==> src/logic/psave_pkg.sv <==
// Purpose: constants for the serial port power-save gating block
// Assumes: 25 MHz aclk, AXI4-Lite register access
// Notes: timing counts derive from times and clock rate
//
// What this block does
// - a two-bit power-save setting selects off, cyclic, rts-governed or dtr-governed saving, and resets to off.
// - with saving on, the block idles when nothing needs it and pending network or interface activity blocks idle.
// - with saving off the block never idles, keeps receive enabled and holds cts on; transmit still follows rts when flow control is on.
// - setting two together with hardware flow control is an unsupported combination.
// - setting one without flow control drops the first character as a wake trigger and accepts data after about 20 ms.
// - with flow control on and rts off the device holds its outgoing data until rts is on again.
// - with flow control off the device sends regardless of rts and lost data is not retried.
// - with setting zero all incoming data is received in every flow and rts state.
// - with setting two and no flow control data is received while rts is on and dropped while it is off.
// - with setting three data is received while dtr is on and dropped while it is off.
// - with setting two an rts off-to-on edge wakes the port within about 20 ms and rts on blocks idle.
// - with setting three a dtr off-to-on edge wakes the port within about 20 ms and dtr off allows idle.
// - cts is driven low when the port is enabled and high when it is disabled.
package psave_pkg;
	typedef enum logic [1:0] {
		PS_OFF,
		PS_CYCLIC,
		PS_RTS,
		PS_DTR
	} ps_mode_t;
	localparam logic [1:0] PS_RESET = 2'h0;
	localparam int CLK_HZ = 25000000;
	localparam int WAKE_MS = 20;
	localparam int WAKE_CYC = (CLK_HZ / 1000) * WAKE_MS;
	localparam int CYC_ON_MS = 20;
	localparam int CYC_OFF_MS = 2500;
	localparam int CYC_ON_CYC = (CLK_HZ / 1000) * CYC_ON_MS;
	localparam int CYC_OFF_CYC = (CLK_HZ / 1000) * CYC_OFF_MS;
	// register byte addresses
	localparam logic [3:0] ADDR_CTRL = 4'h0;
	localparam logic [3:0] ADDR_STAT = 4'h4;
	localparam logic [3:0] ADDR_CMD = 4'h8;
	// control field positions
	localparam int CTRL_MODE_LO = 0;
	localparam int CTRL_FLOW_BIT = 4;
	// command word codes
	localparam logic [7:0] CMD_FLOW_ON = 8'h03;
	localparam logic [7:0] CMD_FLOW_OFF = 8'h00;
	// status field positions
	localparam int ST_ENABLED = 0;
	localparam int ST_IDLE = 1;
	localparam int ST_WAKING = 2;
	localparam int ST_BADCFG = 3;
	localparam int ST_TXHELD = 4;
	localparam int ST_DROP = 5;
	localparam logic [1:0] RESP_OKAY = 2'h0;
	localparam logic [1:0] RESP_SLVERR = 2'h2;
endpackage

==> src/logic/psave_gate.sv <==
// Purpose: gates serial receive and transmit by power-save setting, flow control, rts and dtr
// Assumes: rts_n, dtr_n and the strobes are synchronous to aclk; low level means ON
// Notes: the wake interval is a parameter so simulation can shorten it
`timescale 1ns/1ps
module psave_gate #(
	parameter int WAKE_CYCLES = psave_pkg::WAKE_CYC,
	parameter int CYC_ON_CYCLES = psave_pkg::CYC_ON_CYC,
	parameter int CYC_OFF_CYCLES = psave_pkg::CYC_OFF_CYC
) (
	input wire logic aclk,
	input wire logic aresetn,
	input wire logic [3:0] s_awaddr,
	input wire logic s_awvalid,
	output logic s_awready,
	input wire logic [31:0] s_wdata,
	input wire logic [3:0] s_wstrb,
	input wire logic s_wvalid,
	output logic s_wready,
	output logic [1:0] s_bresp,
	output logic s_bvalid,
	input wire logic s_bready,
	input wire logic [3:0] s_araddr,
	input wire logic s_arvalid,
	output logic s_arready,
	output logic [31:0] s_rdata,
	output logic [1:0] s_rresp,
	output logic s_rvalid,
	input wire logic s_rready,
	input wire logic rts_n,
	input wire logic dtr_n,
	input wire logic rx_char,
	input wire logic tx_pending,
	input wire logic busy_other,
	output logic cts_n,
	output logic rx_accept,
	output logic tx_allow,
	output logic port_enabled,
	output logic idle_mode
);
	import psave_pkg::*;

	logic [1:0] mode_raw;
	logic flow_on;
	ps_mode_t mode;
	logic [31:0] stat_word;
	logic wake_busy, wake_done, wake_start, wake_abort;
	logic cyc_busy, cyc_done, cyc_start;
	logic rts_on, dtr_on, rts_q, dtr_q, rts_rise, dtr_rise;
	logic en_q, en_d, cyc_on_q, cyc_on_d, drop_q, drop_d;
	logic cts_n_q, rx_q, tx_q, idle_q, badcfg;
	logic cts_n_d, rx_d, tx_d, idle_d;
	// cyclic on-window, reloaded at each period start and after a data wake
	localparam int WIN_W = $clog2(CYC_ON_CYCLES + 1);
	logic [WIN_W-1:0] win_q, win_d;

	// ----------------------------------------
	// registers and timers
	// ----------------------------------------
	axil_regs u_regs (
		.aclk(aclk),
		.aresetn(aresetn),
		.s_awaddr(s_awaddr),
		.s_awvalid(s_awvalid),
		.s_awready(s_awready),
		.s_wdata(s_wdata),
		.s_wstrb(s_wstrb),
		.s_wvalid(s_wvalid),
		.s_wready(s_wready),
		.s_bresp(s_bresp),
		.s_bvalid(s_bvalid),
		.s_bready(s_bready),
		.s_araddr(s_araddr),
		.s_arvalid(s_arvalid),
		.s_arready(s_arready),
		.s_rdata(s_rdata),
		.s_rresp(s_rresp),
		.s_rvalid(s_rvalid),
		.s_rready(s_rready),
		.stat_word(stat_word),
		.mode(mode_raw),
		.flow_on(flow_on)
	);

	wake_timer #(.COUNT(WAKE_CYCLES)) u_wake (
		.aclk(aclk),
		.aresetn(aresetn),
		.start(wake_start),
		.abort(wake_abort),
		.busy(wake_busy),
		.done(wake_done)
	);

	wake_timer #(.COUNT(CYC_ON_CYCLES + CYC_OFF_CYCLES)) u_cyc (
		.aclk(aclk),
		.aresetn(aresetn),
		.start(cyc_start),
		.abort(1'b0),
		.busy(cyc_busy),
		.done(cyc_done)
	);

	// ----------------------------------------
	// wake control
	// ----------------------------------------
	assign mode = ps_mode_t'(mode_raw);
	assign rts_on = !rts_n;
	assign dtr_on = !dtr_n;
	assign rts_rise = rts_on && !rts_q;
	assign dtr_rise = dtr_on && !dtr_q;
	assign badcfg = (mode == PS_RTS) && flow_on;

	// cyclic window re-armed at the end of each period
	assign cyc_start = (mode == PS_CYCLIC) && (!cyc_busy || cyc_done);

	always_comb begin
		wake_start = 1'b0;
		wake_abort = 1'b0;
		drop_d = 1'b0;
		cyc_on_d = cyc_on_q;
		en_d = en_q;
		win_d = win_q;
		// the window stays open for the on time so a terminal that saw cts can still deliver
		if (cyc_start || wake_done) begin
			cyc_on_d = 1'b1;
			win_d = WIN_W'(CYC_ON_CYCLES);
		end else if (win_q != '0) begin
			win_d = win_q - WIN_W'(1);
		end
		unique case (mode)
			PS_OFF: begin
				en_d = 1'b1;
				wake_abort = 1'b1;
			end
			PS_CYCLIC: begin
				if ((win_q == '0) && !cyc_start && !wake_done && !wake_busy && !rx_char && !tx_pending) begin
					cyc_on_d = 1'b0;
				end
				if (!flow_on && rx_char && !en_q && !wake_busy) begin
					wake_start = 1'b1;
					drop_d = 1'b1;
				end
				en_d = (cyc_on_d || wake_done || (en_q && (rx_char || tx_pending))) && !wake_start;
			end
			PS_RTS: begin
				if (badcfg) begin
					en_d = 1'b0;
					wake_abort = 1'b1;
				end else if (rts_rise) begin
					wake_start = 1'b1;
					en_d = 1'b0;
				end else if (!rts_on) begin
					wake_abort = 1'b1;
					en_d = 1'b0;
				end else if (wake_done) begin
					en_d = 1'b1;
				end
			end
			PS_DTR: begin
				if (dtr_rise) begin
					wake_start = 1'b1;
					en_d = 1'b0;
				end else if (!dtr_on) begin
					wake_abort = 1'b1;
					en_d = 1'b0;
				end else if (wake_done) begin
					en_d = 1'b1;
				end
			end
		endcase
		if (mode != PS_CYCLIC && mode != PS_OFF) begin
			drop_d = rx_char && !en_q;
		end
	end

	// ----------------------------------------
	// outputs
	// ----------------------------------------
	always_comb begin
		cts_n_d = !en_d;
		rx_d = en_d && !drop_d;
		// held while flow control is on and rts is off, free-running otherwise
		tx_d = flow_on ? rts_on : 1'b1;
		// idle only when saving is on and nothing needs the block
		idle_d = (mode != PS_OFF) && !en_d && !wake_busy && !wake_start && !tx_pending
			&& !busy_other && !rx_char;
	end

	always_ff @(posedge aclk) begin
		if (!aresetn) begin
			rts_q <= 1'b0;
			dtr_q <= 1'b0;
			en_q <= 1'b1;
			cyc_on_q <= 1'b0;
			drop_q <= 1'b0;
			win_q <= '0;
			cts_n_q <= 1'b0;
			rx_q <= 1'b1;
			tx_q <= 1'b1;
			idle_q <= 1'b0;
		end else begin
			rts_q <= rts_on;
			dtr_q <= dtr_on;
			en_q <= en_d;
			cyc_on_q <= cyc_on_d;
			drop_q <= drop_d;
			win_q <= win_d;
			cts_n_q <= cts_n_d;
			rx_q <= rx_d;
			tx_q <= tx_d;
			idle_q <= idle_d;
		end
	end

	assign stat_word = {26'h0, drop_q, !tx_q, badcfg, wake_busy, idle_q, en_q};
	assign cts_n = cts_n_q;
	assign rx_accept = rx_q;
	assign tx_allow = tx_q;
	assign port_enabled = en_q;
	assign idle_mode = idle_q;
endmodule

==> src/logic/wake_timer.sv <==
// Purpose: down counter that signals completion of a wake interval
// Assumes: start pulse reloads, abort clears
// Notes: done is a one-cycle pulse
`timescale 1ns/1ps
module wake_timer #(
	parameter int COUNT = 500000
) (
	input wire logic aclk,
	input wire logic aresetn,
	input wire logic start,
	input wire logic abort,
	output logic busy,
	output logic done
);
	localparam int W = $clog2(COUNT + 1);
	logic [W-1:0] cnt_q, cnt_d;
	logic done_q, done_d;

	always_comb begin
		cnt_d = cnt_q;
		done_d = 1'b0;
		if (abort) begin
			cnt_d = '0;
		end else if (start) begin
			cnt_d = W'(COUNT);
		end else if (cnt_q != '0) begin
			cnt_d = cnt_q - W'(1);
			done_d = (cnt_q == W'(1));
		end
	end

	always_ff @(posedge aclk) begin
		if (!aresetn) begin
			cnt_q <= '0;
			done_q <= 1'b0;
		end else begin
			cnt_q <= cnt_d;
			done_q <= done_d;
		end
	end

	assign busy = (cnt_q != '0);
	assign done = done_q;
endmodule

==> src/logic/axil_regs.sv <==
// Purpose: AXI4-Lite slave with control, status and command words
// Assumes: one write and one read at a time
// Notes: unmapped addresses answer SLVERR, reads return zero there
`timescale 1ns/1ps
module axil_regs (
	input wire logic aclk,
	input wire logic aresetn,
	input wire logic [3:0] s_awaddr,
	input wire logic s_awvalid,
	output logic s_awready,
	input wire logic [31:0] s_wdata,
	input wire logic [3:0] s_wstrb,
	input wire logic s_wvalid,
	output logic s_wready,
	output logic [1:0] s_bresp,
	output logic s_bvalid,
	input wire logic s_bready,
	input wire logic [3:0] s_araddr,
	input wire logic s_arvalid,
	output logic s_arready,
	output logic [31:0] s_rdata,
	output logic [1:0] s_rresp,
	output logic s_rvalid,
	input wire logic s_rready,
	input wire logic [31:0] stat_word,
	output logic [1:0] mode,
	output logic flow_on
);
	import psave_pkg::*;
	logic aw_q, aw_d, w_q, w_d, bv_q, bv_d, rv_q, rv_d;
	logic [3:0] awa_q, awa_d;
	logic [31:0] wd_q, wd_d, rd_q, rd_d;
	logic [3:0] ws_q, ws_d;
	logic [1:0] br_q, br_d, rr_q, rr_d, mode_q, mode_d;
	logic flow_q, flow_d;

	always_comb begin
		aw_d = aw_q;
		w_d = w_q;
		awa_d = awa_q;
		wd_d = wd_q;
		ws_d = ws_q;
		bv_d = bv_q;
		br_d = br_q;
		mode_d = mode_q;
		flow_d = flow_q;
		rv_d = rv_q;
		rd_d = rd_q;
		rr_d = rr_q;
		if (s_awvalid && !aw_q && !bv_q) begin
			aw_d = 1'b1;
			awa_d = s_awaddr;
		end
		if (s_wvalid && !w_q && !bv_q) begin
			w_d = 1'b1;
			wd_d = s_wdata;
			ws_d = s_wstrb;
		end
		if (aw_q && w_q) begin
			aw_d = 1'b0;
			w_d = 1'b0;
			bv_d = 1'b1;
			br_d = RESP_OKAY;
			unique case (awa_q)
				ADDR_CTRL: begin
					if (ws_q[0]) begin
						mode_d = wd_q[CTRL_MODE_LO +: 2];
						flow_d = wd_q[CTRL_FLOW_BIT];
					end
				end
				ADDR_CMD: begin
					if (ws_q[0] && wd_q[7:0] == CMD_FLOW_ON) begin
						flow_d = 1'b1;
					end else if (ws_q[0] && wd_q[7:0] == CMD_FLOW_OFF) begin
						flow_d = 1'b0;
					end else begin
						br_d = RESP_SLVERR;
					end
				end
				ADDR_STAT: br_d = RESP_OKAY;
				default: br_d = RESP_SLVERR;
			endcase
		end
		if (bv_q && s_bready) begin
			bv_d = 1'b0;
		end
		if (s_arvalid && !rv_q) begin
			rv_d = 1'b1;
			rr_d = RESP_OKAY;
			unique case (s_araddr)
				ADDR_CTRL: rd_d = {27'h0, flow_q, 2'h0, mode_q};
				ADDR_STAT: rd_d = stat_word;
				ADDR_CMD: rd_d = 32'h0;
				default: begin
					rd_d = 32'h0;
					rr_d = RESP_SLVERR;
				end
			endcase
		end else if (rv_q && s_rready) begin
			rv_d = 1'b0;
		end
	end

	always_ff @(posedge aclk) begin
		if (!aresetn) begin
			aw_q <= 1'b0;
			w_q <= 1'b0;
			awa_q <= 4'h0;
			wd_q <= 32'h0;
			ws_q <= 4'h0;
			bv_q <= 1'b0;
			br_q <= 2'h0;
			mode_q <= PS_RESET;
			flow_q <= 1'b0;
			rv_q <= 1'b0;
			rd_q <= 32'h0;
			rr_q <= 2'h0;
		end else begin
			aw_q <= aw_d;
			w_q <= w_d;
			awa_q <= awa_d;
			wd_q <= wd_d;
			ws_q <= ws_d;
			bv_q <= bv_d;
			br_q <= br_d;
			mode_q <= mode_d;
			flow_q <= flow_d;
			rv_q <= rv_d;
			rd_q <= rd_d;
			rr_q <= rr_d;
		end
	end

	assign s_awready = !aw_q && !bv_q;
	assign s_wready = !w_q && !bv_q;
	assign s_bvalid = bv_q;
	assign s_bresp = br_q;
	assign s_arready = !rv_q;
	assign s_rvalid = rv_q;
	assign s_rdata = rd_q;
	assign s_rresp = rr_q;
	assign mode = mode_q;
	assign flow_on = flow_q;
endmodule

==> config.mk <==
export PLATFORM = sky130hd
export DESIGN_NAME = psave_gate
export DESIGN_NICKNAME = d
export VERILOG_FILES = /design/src/logic/psave_pkg.sv /design/src/logic/psave_gate.sv /design/src/logic/wake_timer.sv /design/src/logic/axil_regs.sv
export SDC_FILE = /design/constraint.sdc
export NUM_CORES = 1
export LEC_CHECK = 0
export BUFFER_PORTS_ARGS = -buffer_cell sky130_fd_sc_hd__buf_2
export CAP_MARGIN = 15
export CELL_PAD_IN_SITES_DETAIL_PLACEMENT = 1
export CELL_PAD_IN_SITES_GLOBAL_PLACEMENT = 1
export CORE_UTILIZATION = 30
export CTS_BUF_LIST = sky130_fd_sc_hd__clkbuf_4
export CTS_CLUSTER_DIAMETER = 30
export DETAILED_ROUTE_END_ITERATION = 6
export HOLD_SLACK_MARGIN = 0.02
export PLACE_DENSITY_LB_ADDON = 0.1
export SYNTH_ARGS = -nofsm -noshare
export SYNTH_HDL_FRONTEND = slang
export SYNTH_SLANG_ARGS = --single-unit
==> constraint.sdc <==
create_clock -name aclk -period 4.3 [get_ports aclk]
set_clock_uncertainty 0.2 [all_clocks]
set_input_delay 1.075 -clock aclk [delete_from_list [all_inputs] [get_ports aclk]]
set_output_delay 1.075 -clock aclk [all_outputs]
set_load 0.005 [all_outputs]
# Word level (Yosys, flattened, before mapping)

Cells that the tools add are included.

Flip-flop bits (word level): 131
Input port bits: 56
Word-level logic and storage cells: 179

Add/subtract/negate cells: 3
Equality and inequality tests: 13
Mux-type cells: 42
Bitwise gates (word level): 3
Reduce and logical (&&, ||, !) cells: 89

Operators with widths:

| operator              | number |
|---|---|
| $mux 19               | 4 |
| $mux 26               | 2 |
| $reduce_bool 19->1    | 2 |
| $sub 19x1->19 const B | 2 |
| $logic_and 1x1->1     | 35 |
| $mux 1                | 27 |
| $eq 26x1->1 const B   | 1 |
| $reduce_bool 26->1    | 1 |
| $sub 26x1->26 const B | 1 |
| $logic_not 1->1       | 22 |
| $eq 19x1->1 const B   | 1 |
| $logic_not 19->1      | 1 |
| $pmux 6 s2            | 1 |
| $reduce_bool 2->1     | 6 |
| $reduce_or 2->1       | 6 |
| $reduce_or 3->1       | 3 |
| $eq 4x3->1 const B    | 2 |
| $eq 4x4->1 const B    | 2 |
| $eq 8x2->1 const B    | 1 |
| $logic_not 4->1       | 2 |
| $logic_not 8->1       | 1 |
| $mux 2                | 3 |
| $pmux 1 s3            | 2 |
| $logic_or 1x1->1      | 5 |
| other kinds (13)      | 17 |

# Logic depth before layout (Yosys ltp)

Gate-level depths: netlist of run 1.

Word-level depth: 23
Depth in mapped cells: 9
Gate-level depth less buffers: 7

# Modules after synthesis

Synthesis of run 1 repeated with hierarchy kept, for this count alone.

Cells, all modules: 674
Area, all modules: 5999.5 um^2

By module, submodules not included:

| module              | times used | cells an instance | area an instance (um^2) | sequential area each (um^2) |
|---|---|---|---|---|
| axil_regs           | 1          | 221               | 2147.1                  | 1081.0 |
| psave_gate          | 1          | 164               | 1385.1                  | 560.5 |
| wake_timer (u_cyc)  | 1          | 155               | 1362.6                  | 540.5 |
| wake_timer (u_wake) | 1          | 134               | 1104.8                  | 400.4 |

# Worst setup path after synthesis of run 1

Ideal clock, no wire load.

Path kind: in2reg
Start: in rx_char
End: reg u_wake.cnt_q[8]
Setup time: 0.076 ns
Data arrival time: 2.376 ns
Data required time: 4.024 ns
Slack: 1.648 ns
Stages on the path: 5
Buffers on the path: 1
Cell sequence: or3b_2 > or4_1 > nor2b_1 > clkbuf_1 > a31oi_1

Longest elaborated chain between the ends: 7
Elaborated cells on any way between the ends: 8

RTL lines:

| item                                                | line              | text |
|---|---|---|
| from (decl)                                         | psave_gate.sv:31  | `input wire logic rx_char,` |
| $logic_and 1x1->1 * (3 in a row)                    | psave_gate.sv:138 | `if (!flow_on && rx_char && !en_q && !wake_busy) begin` |
| $mux 1 *                                            | psave_gate.sv:138 |  |
| $mux 1 *                                            | psave_gate.sv:129 | `unique case (mode)` |
| $pmux 1 s3 *                                        | psave_gate.sv:129 |  |
| $mux 19 / $reduce_bool 2->1 (equally long branches) | --                |  |
| to (signal assigned)                                | wake_timer.sv:37  | `cnt_q <= cnt_d;` |
| to (decl)                                           | wake_timer.sv:16  | `logic [W-1:0] cnt_q, cnt_d;` |

Every way passes the cells marked *; elsewhere a longest branch is shown, timed or not. The select of a mux whose other input is x is not followed.
A chain may end at the register's enable or synchronous reset.

# Worst setup path after layout of run 1

Start: reg u_cyc.cnt_q[0]
End: reg u_cyc.cnt_q[25]

Longest elaborated chain between the ends: 5
Elaborated cells on any way between the ends: 8

RTL lines:

| item                                                  | line |
|---|---|
| from (decl)                                           | wake_timer.sv:16 |
| from (signal assigned)                                | wake_timer.sv:37 |
| branches (longest 5 deep; another with $sub 26x1->26) | -- |

Parallel ways; which one is timed is not known. The select of a mux whose other input is x is not followed.

==> impl_metrics.csv, run 1 <==
group,metric,value,unit
run_status,status,"finished, final reports clean",
min_path,hp-start,"u_regs.wd_q[5]",
die,start_util,30.9,%
synth,ys.flop_type,"dfxtp_1",
power,p_per_area,672,nW/um^2
power,ir_drop,0.203,mV
drt,viasPerCell,5.10,
synth,ys_top_cells_by_count,"103 x dfxtp_1, 81 x nor2_1, 44 x a21oi_1, 37 x nand2_1, 28 x buf_4",
drt,final_antenna_net_count,0,
grt,grt_max_degree,49,
synth,async_flop_share,0,%
clock_network,clk-insertion-delay-late,490,ps
critical_path,worst_r2r_endpoint,"u_cyc.cnt_q[25]",
drt,vias,4367,
critical_path,crit_required,4510,ps
critical_path,path_max_fanout,10,
placed_design,gp_congestion,0.776,
clock_network,path_clk_slew,180,ps
timing,worstMarginPinSlew,1060,ps
die,die_y,133,um
cells_and_area,area_growth,8.52,%
critical_path,cp.arrival,3290,ps
placed_design,port_buffers,46,
timing,slew_headroom,29.1,%
timing,finalHoldWorstSlack,267,ps
grt,grt_overflow,0,
clock_network,cts_buffers,9,
clock_network,cts.sink_count,103,
synth,synth-seq-area-share,40.0,%
clock_network,cts_root_buffer,"clkbuf_4",
placed_design,hpwl,9860,um
synth,syn-cell-area,5160,um^2
timing,slew_violations,0,
min_path,hold_path_depth,2,
drt,dr.pass1.iters,4,
synth,yosysWarnings,0,
clock_network,postCtsSetupRepairBufs,0,
grt,grt_pass1_vias,4379,
synth,synth.most_common_cell,"dfxtp_1",
timing,fmaxAchievable,325,MHz
critical_path,rr_worst_depth,7,
die,dieArea,17700,um^2
synth,synth_area_leader_cell,"dfxtp_1",
critical_path,start_kind,"flip-flop",
placed_design,place_ws,872,ps
grt,grt_pass1_wl,23000,um
critical_path,r2r-start,"u_cyc.cnt_q[0]",
min_path,hold_path_class,"flip-flop to flip-flop",
clock_network,cts_tree,"done",
timing,post-route-min-period,3070,ps
critical_path,r2r_slack,1230,ps
drt,finalWirelength,13800,um
die,core_area,16700,um^2
synth,avgSynthCellArea,8.54,um^2
critical_path,crit_type,"flip-flop to flip-flop",
cells_and_area,n_antenna_cell,0,
drt,drcViolationCount,0,
timing,hold_violations,0,
timing,setup-violations-final,0,
die,io_pins,102,
clock_network,cts_hold_buf,0,
critical_path,end_kind,"flip-flop",
die,die_w,133,um
power,p_leak,2.06,nW
timing,fin_crit_sh,71.4,%
flow_run,drv_cap,0,
clock_network,ctsResizeCount,0,
timing,fin_setup_tns,0,ps
clock_network,h-tree-depth,3,
drt,first_iter_violations,190,
synth,synth.top_cell.area_share,40.0,%
synth,ys_types,58,
timing,setup_ws,1230,ps
die,core.rowCount,47,
synth,synth_area_leaders,"dfxtp_1 40%, nor2_1 5.9%, xor2_1 4.4%, a21oi_1 4.3%, buf_4 4.1%",
synth,synth_edf_count,0,
min_path,min_to,"u_regs.wd_q[5]",
critical_path,worstSetupStartpoint,"u_cyc.cnt_q[0]",
cells_and_area,layout.nets,695,
grt,antenna_found_initial,0,
timing,grt_setup_unrepaired,"false",
cells_and_area,layout-drive-gt1-share,13.1,%
grt,grt_usage,16.2,%
synth,synth_seq_cells,103,
clock_network,clock_path_buffers,2,
drt,routedWlPerCell,16.1,um
synth,postSynthCellCount,604,
final cells by class:
| cell class | instances | area, um^2 |
|---|---|---|
| inverter | 12 | 45.0 |
| clock inverter | 7 | 86.3 |
| sequential | 103 | 2060 |
| timing repair buffer | 48 | 245 |
| fill | 2045 | 11100 |
| tap | 220 | 275 |
| clock buffer | 9 | 67.6 |
| multi-input combinational | 457 | 2820 |
worst max-delay path, cell delays in order (launching register included):
cell     delay (ps)
dfxtp_1         460
inv_1           140
ha_1            180
or4b_2          640
or3_1           560
o31ai_4         490
o31ai_1         140
a31oi_1         190
worst max path at each step:
stage | slack, ps | endpoint
after global placement | 970 | u_wake.cnt_q[1]
after floorplan | 1650 | u_wake.cnt_q[8]
after CTS | 1220 | u_cyc.cnt_q[25]
after global routing | 1030 | u_wake.cnt_q[4]
after detailed placement | 870 | u_wake.cnt_q[1]
final | 1230 | u_cyc.cnt_q[25]
sequential cells by signal, summed over array words and instances, names as in the netlist, 2 cells and up:
signal	cells
u_regs.s_rdata	6
u_regs.mode	2
win_q	19
u_wake.cnt_q	19
u_regs.wd_q	8
u_cyc.cnt_q	26
u_regs.awa_q	4
logic make-up (layout without fill, tap and decap cells):
logic type	count (synthesis)	in the layout	synth area share [%]
flops	103	103	40.0
mux	12	12	2.40
other cells	1	28	0.0727
buf+inv	71	76	7.40
compound gates	123	123	16.0
simple gates	240	240	24.4
fa+ha+maj	8	8	1.94
xor+xnor	46	46	7.81
cells in the final DEF, fill, tap and decap left out, types with 16 or more instances in the layout:
cell type	n
nor4_1	19
xnor2_1	20
xor2_1	26
or4_1	16
nand2_1	37
nor2_1	81
a21oi_1	44
conb_1	28
buf_2	46
dfxtp_1	103
stage by stage:
stage          util (%)  cells  total power (W)  area (um^2)
5_1_grt            33.5    856          0.00409         5600
6_report           33.5    856          0.00376         5600
4_1_cts            33.5    856          0.00381         5600
2_1_floorplan         -    631          0.00281         5260
3_5_place_dp       32.6    840          0.00323         5440
3_3_place_gp       32.6    840          0.00318         5440
power breakdown:
group          leakage (nW)  internal [W]  switching [W]
combinational          1.14      0.000668        0.00116
clock                0.0810      0.000191       0.000366
sequential            0.840       0.00115       0.000224
routing by layer:
layer	vias up	track usage [%]	wire length [um]
met5	-	0	0
met4	0	4.17	136
met3	13	3.77	420
met2	71	26.5	6440
met1	2107	21.4	6830
li1	2176	-	-
No activity file was read; power rests on OpenSTA's default activity.
==> run 2: changes to the inputs <==
- clock period: 4.3 -> 2.8 ns (I/O delays scaled with it)
==> run 2 against run 1 <==
Net effect: sequential cell count did not move; wire length rose by 0.64%; highest routed layer unchanged; critical path depth rose by 1; worst setup slack got worse by 1100 ps; clock-buffer cell count did not move; first-iteration DRC count fell by 35%; maximum frequency rose by 14%; clock power rose by 79%; power rose by 68%; largest power group unchanged; non-clock buffer count rose by 26; register-to-register slack got worse by 1100 ps; worst hold slack got worse by 89 ps.
==> impl_metrics.csv, run 2 (same netlist as run 1, synthesis figures left out) <==
group,metric,value,unit
cells_and_area,area_growth,13.2,%
timing,fin_setup_tns,0,ps
grt,antenna_found_initial,1,
cells_and_area,top_register,"u_cyc.cnt_q",
grt,grt_overflow,0,
grt,grt_pass1_wl,23100,um
timing,slew_violations,0,
clock_network,cts_buffers,9,
timing,worstMarginPinSlew,691,ps
die,die_w,133,um
timing,grt_setup_unrepaired,"true",
power,p_sw,0.00273,W
critical_path,path_max_fanout,5,
die,io_pins,102,
clock_network,h-tree-depth,3,
placed_design,gp_congestion,0.742,
min_path,hold_path_class,"input pin to flip-flop",
power,p_per_area,1080,nW/um^2
timing,setup-violations-final,0,
clock_network,clock_path_buffers,2,
placed_design,port_buffers,46,
drt,dr.pass1.iters,4,
clock_network,cts_root_buffer,"clkbuf_4",
drt,first_iter_violations,124,
critical_path,crit_required,2970,ps
drt,final_antenna_net_count,0,
cells_and_area,final_util,35.0,%
timing,fin_crit_sh,96.2,%
cells_and_area,layout.nets,721,
timing,slew_headroom,53.3,%
cells_and_area,reg_top3,"u_cyc.cnt_q (26), u_wake.cnt_q (19), win_q (19)",
critical_path,cp.arrival,2870,ps
power,pwr-share-clk,15.8,%
power,switching_share,43.2,%
critical_path,end_kind,"flip-flop",
timing,post-route-min-period,2690,ps
grt,grt_usage,16.5,%
placed_design,dp_cells,866,
cells_and_area,final_common_cell,"dfxtp_1",
die,core.rowCount,47,
cells_and_area,most-common-layout-cells,"103 x dfxtp_1, 81 x nor2_1, 46 x buf_2",
drt,viasPerCell,5.07,
cells_and_area,fill_cells,2033,
drt,vias,4476,
die,dieArea,17700,um^2
clock_network,path_clk_slew,160,ps
grt,grt_max_degree,31,
cells_and_area,layout-drive-gt1-share,16.9,%
critical_path,start_kind,"flip-flop",
run_status,status,"finished, final reports clean",
flow_run,drv_cap,0,
die,start_util,30.9,%
clock_network,clk-insertion-delay-late,480,ps
critical_path,crit_type,"flip-flop to flip-flop",
drt,finalWirelength,13900,um
timing,hold_violations,0,
cells_and_area,largest_reg_flops,26,
grt,grt_pass1_vias,4486,
cells_and_area,instances_no_fill,883,
die,die_y,133,um
power,p_leak,2.20,nW
drt,routedWlPerCell,15.8,um
die,core_area,16700,um^2
power,comb_power_share,51.1,%
cells_and_area,design_area,5840,um^2
clock_network,cts.sink_count,103,
clock_network,cts_tree,"done",
placed_design,dpl_cell_area,5640,um^2
timing,fmaxAchievable,371,MHz
placed_design,hpwl,10100,um
power,seqPwrFrac,33.1,%
drt,drcViolationCount,0,
power,internal-power,0.00358,W
power,ir_drop,0.432,mV
[run 2: cell types whose count changed in the layout (fill, tap and decap cells not counted), moves of 2 or more]
cell       previous run  this run
clkinv_2              0         2
buf_4                 2        28
bufinv_16             1         3
inv_8                 2         0
[run 2: worst max-delay path, cell delays in order (launching register included)]
cell and delay [ps]:
dfxtp_1 340, inv_1 100, ha_1 170, or4b_2 620
or3_4 390, buf_4 160, o31ai_4 330, or4b_2 190
a31oi_1 80
[run 2: metrics by stage]
stage | hold slack (ps) | power (W) | worst slack, ps
2_1_floorplan | 225 | 0.00431 | 162
3_3_place_gp | 248 | 0.00524 | 150
3_5_place_dp | 250 | 0.00532 | 86.6
4_1_cts | 129 | 0.00635 | 53.6
5_1_grt | 115 | 0.00683 | -12.4
6_report | 178 | 0.00631 | 106
[run 2: layout make-up]
cell class	count	area [um^2]	area share (%)
Tap cell	220	275	4.71
Antenna cell	1	2.50	0.0429
Sequential cell	103	2060	35.3
Inverter	12	45.0	0.771
Clock inverter	7	118	2.01
Timing Repair Buffer	74	440	7.54
Clock buffer	9	67.6	1.16
Multi-Input combinational cell	457	2830	48.4
[run 2: timing repair]
item | 4_1_cts | 5_1_grt
endpoints found under the setup margin | 0 | 13
resized for setup | 0 | 3
setup buffers | 0 | 0
hold buffers | 0 | 0
[run 2: power by group through the flow]
stage | logic, W | clock network [W] | registers (W)
2_1_floorplan | 0.00229 | 0 | 0.00202
3_3_place_gp | 0.00314 | 0 | 0.00210
3_5_place_dp | 0.00321 | 0 | 0.00211
4_1_cts | 0.00323 | 0.00104 | 0.00208
5_1_grt | 0.00359 | 0.00110 | 0.00213
6_report | 0.00323 | 0.000996 | 0.00209
[run 2: worst paths after layout]
check | start | endpoint | slack (ps) | cells after the start
setup / recovery | u_cyc.cnt_q[1] | u_cyc.cnt_q[10] | 110 | 8
hold / removal | s_rready | u_regs.s_rvalid | 180 | 2
setup reg to reg | u_cyc.cnt_q[1] | u_cyc.cnt_q[10] | 110 | 8
hold reg to reg | u_regs.wd_q[5] | u_regs.wd_q[5] | 270 | 2
[run 2: layer usage]
| layer | global-route usage (%) | part of all wire [%] |
|---|---|---|
| met5 | 0 | 0 |
| met4 | 4.55 | 1.4 |
| met3 | 4.11 | 3.4 |
| met2 | 27.3 | 47 |
| met1 | 21.2 | 48 |
==> run 3: changes to the inputs <==
- CORE_UTILIZATION: 30 -> 38
==> run 3 against run 2 <==
Net effect: via count down 0.58%; sequential power about the same; final cell count down 5.4%; clock power down 20%.
==> impl_metrics.csv, run 3 (same netlist as run 1, synthesis figures left out) <==
group,metric,value,unit
timing,slew_violations,0,
clock_network,cts_buffers,9,
drt,finalWirelength,13400,um
critical_path,path_max_fanout,12,
critical_path,end_kind,"flip-flop",
timing,worstMarginPinSlew,663,ps
drt,viasPerCell,5.33,
critical_path,worstSetupStartpoint,"u_cyc.cnt_q[0]",
grt,grt_pass1_wl,22900,um
placed_design,hpwl,9640,um
timing,grt_setup_unrepaired,"false",
power,p_per_area,1060,nW/um^2
timing,fin_setup_tns,0,ps
critical_path,crit_required,2950,ps
cells_and_area,largest_reg_flops,26,
die,start_util,38.9,%
timing,hold_violations,0,
clock_network,path_clk_slew,150,ps
timing,post-route-min-period,2630,ps
cells_and_area,design_area,5720,um^2
grt,grt_max_degree,49,
placed_design,gp_congestion,0.770,
clock_network,clk-insertion-delay-late,490,ps
grt,grt_overflow,0,
clock_network,h-tree-depth,3,
clock_network,cts.sink_count,103,
cells_and_area,top_register,"u_cyc.cnt_q",
cells_and_area,area_growth,10.9,%
critical_path,crit_type,"flip-flop to flip-flop",
cells_and_area,final_util,43.2,%
min_path,hold_path_class,"input pin to flip-flop",
power,ir_drop,0.643,mV
placed_design,place_ws,93.1,ps
timing,slew_headroom,55.8,%
drt,final_antenna_net_count,0,
grt,grt_usage,20.3,%
placed_design,dp_cells,819,
grt,antenna_found_initial,1,
timing,fmaxAchievable,380,MHz
clock_network,cts_tree,"done",
cells_and_area,instances_no_fill,835,
clock_network,cts_hold_buf,0,
die,core.rowCount,42,
critical_path,r2r-start,"u_cyc.cnt_q[0]",
min_path,hp-start,"s_rready",
clock_network,cts_root_buffer,"clkbuf_4",
flow_run,drv_cap,0,
run_status,status,"finished, final reports clean",
placed_design,dpl_cell_area,5570,um^2
drt,drcViolationCount,0,
drt,first_iter_violations,232,
die,dieArea,14000,um^2
drt,vias,4450,
clock_network,clock_path_buffers,2,
cells_and_area,most-common-layout-cells,"103 x dfxtp_1, 81 x nor2_1, 46 x buf_2",
cells_and_area,layout.nets,718,
cells_and_area,fill_cells,1625,
critical_path,cp.arrival,2780,ps
die,die_w,119,um
timing,setup-violations-final,0,
cells_and_area,layout-drive-gt1-share,16.3,%
die,io_pins,102,
die,die_y,119,um
power,p_leak,2.16,nW
placed_design,port_buffers,46,
cells_and_area,reg_top3,"u_cyc.cnt_q (26), u_wake.cnt_q (19), win_q (19)",
timing,setup_ws,169,ps
grt,grt_pass1_vias,4562,
die,core_area,13200,um^2
cells_and_area,final_common_cell,"dfxtp_1",
timing,fin_crit_sh,94.0,%
drt,dr.pass1.iters,4,
critical_path,start_kind,"flip-flop",
drt,routedWlPerCell,16.0,um
-- run 3: changes by cell type in the layout (fill, tap and decap cells not counted), sizes merged --
cell,change
bufinv,-2
clkbuf,+3
buf,-3
inv,-2
clkinv,-2
clkinvlp,+2
-- run 3: worst max-delay path, stage by stage (launching register included) --
cell,delay [ps]
dfxtp_1,350
inv_1,90
ha_1,160
or4b_2,610
buf_4,170
nor3_2,280
a31o_2,250
a211o_1,190
buf_12,150
a211oi_1,50
-- run 3: worst paths after layout --
path | to | slack, ps | cells after the start
hold / removal | u_regs.s_rvalid | 190 | 2
hold reg to reg | u_regs.wd_q[5] | 270 | 2
setup / recovery | win_q[1] | 170 | 9
setup reg to reg | win_q[1] | 170 | 9
-- run 3: area by class of cell --
cell class	count	area, um^2	area share, %
multi-input combinational	457	2820	49.4
sequential	103	2060	36.1
timing repair buffer	71	430	7.53
tap	176	220	3.85
clock buffer	12	90.1	1.58
clock inverter	3	45.0	0.788
inverter	12	45.0	0.788
antenna	1	2.50	0.0438
-- run 3: what timing repair did --
action	in CTS	in global routing
setup buffers	0	0
setup endpoints to repair	0	12
gates resized for setup	0	2
-- run 3: stage by stage --
step | power, W | hold WS [ps]
2_1_floorplan | 0.00431 | 225
3_3_place_gp | 0.00512 | 243
3_5_place_dp | 0.00524 | 250
4_1_cts | 0.00607 | 138
5_1_grt | 0.00657 | 123
6_report | 0.00604 | 191
-- run 3: power by group --
| part | internal [W] | leakage (nW) | switching (W) |
|---|---|---|---|
| Sequential | 0.00177 | 0.840 | 0.000316 |
| Combinational | 0.00131 | 1.25 | 0.00184 |
| Clock | 0.000298 | 0.0696 | 0.000500 |
| Total | 0.00338 | 2.16 | 0.00266 |
-- run 3: layer usage --
| layer | GRT usage [%] | vias up | share of wire, % |
|---|---|---|---|
| met3 | 5.36 | 10 | 3.5 |
| met4 | 6.41 | 0 | 1.2 |
| met5 | 0 | - | 0 |
| li1 | - | 2212 | - |
| met1 | 26.7 | 2165 | 49 |
| met2 | 32.3 | 63 | 46 |
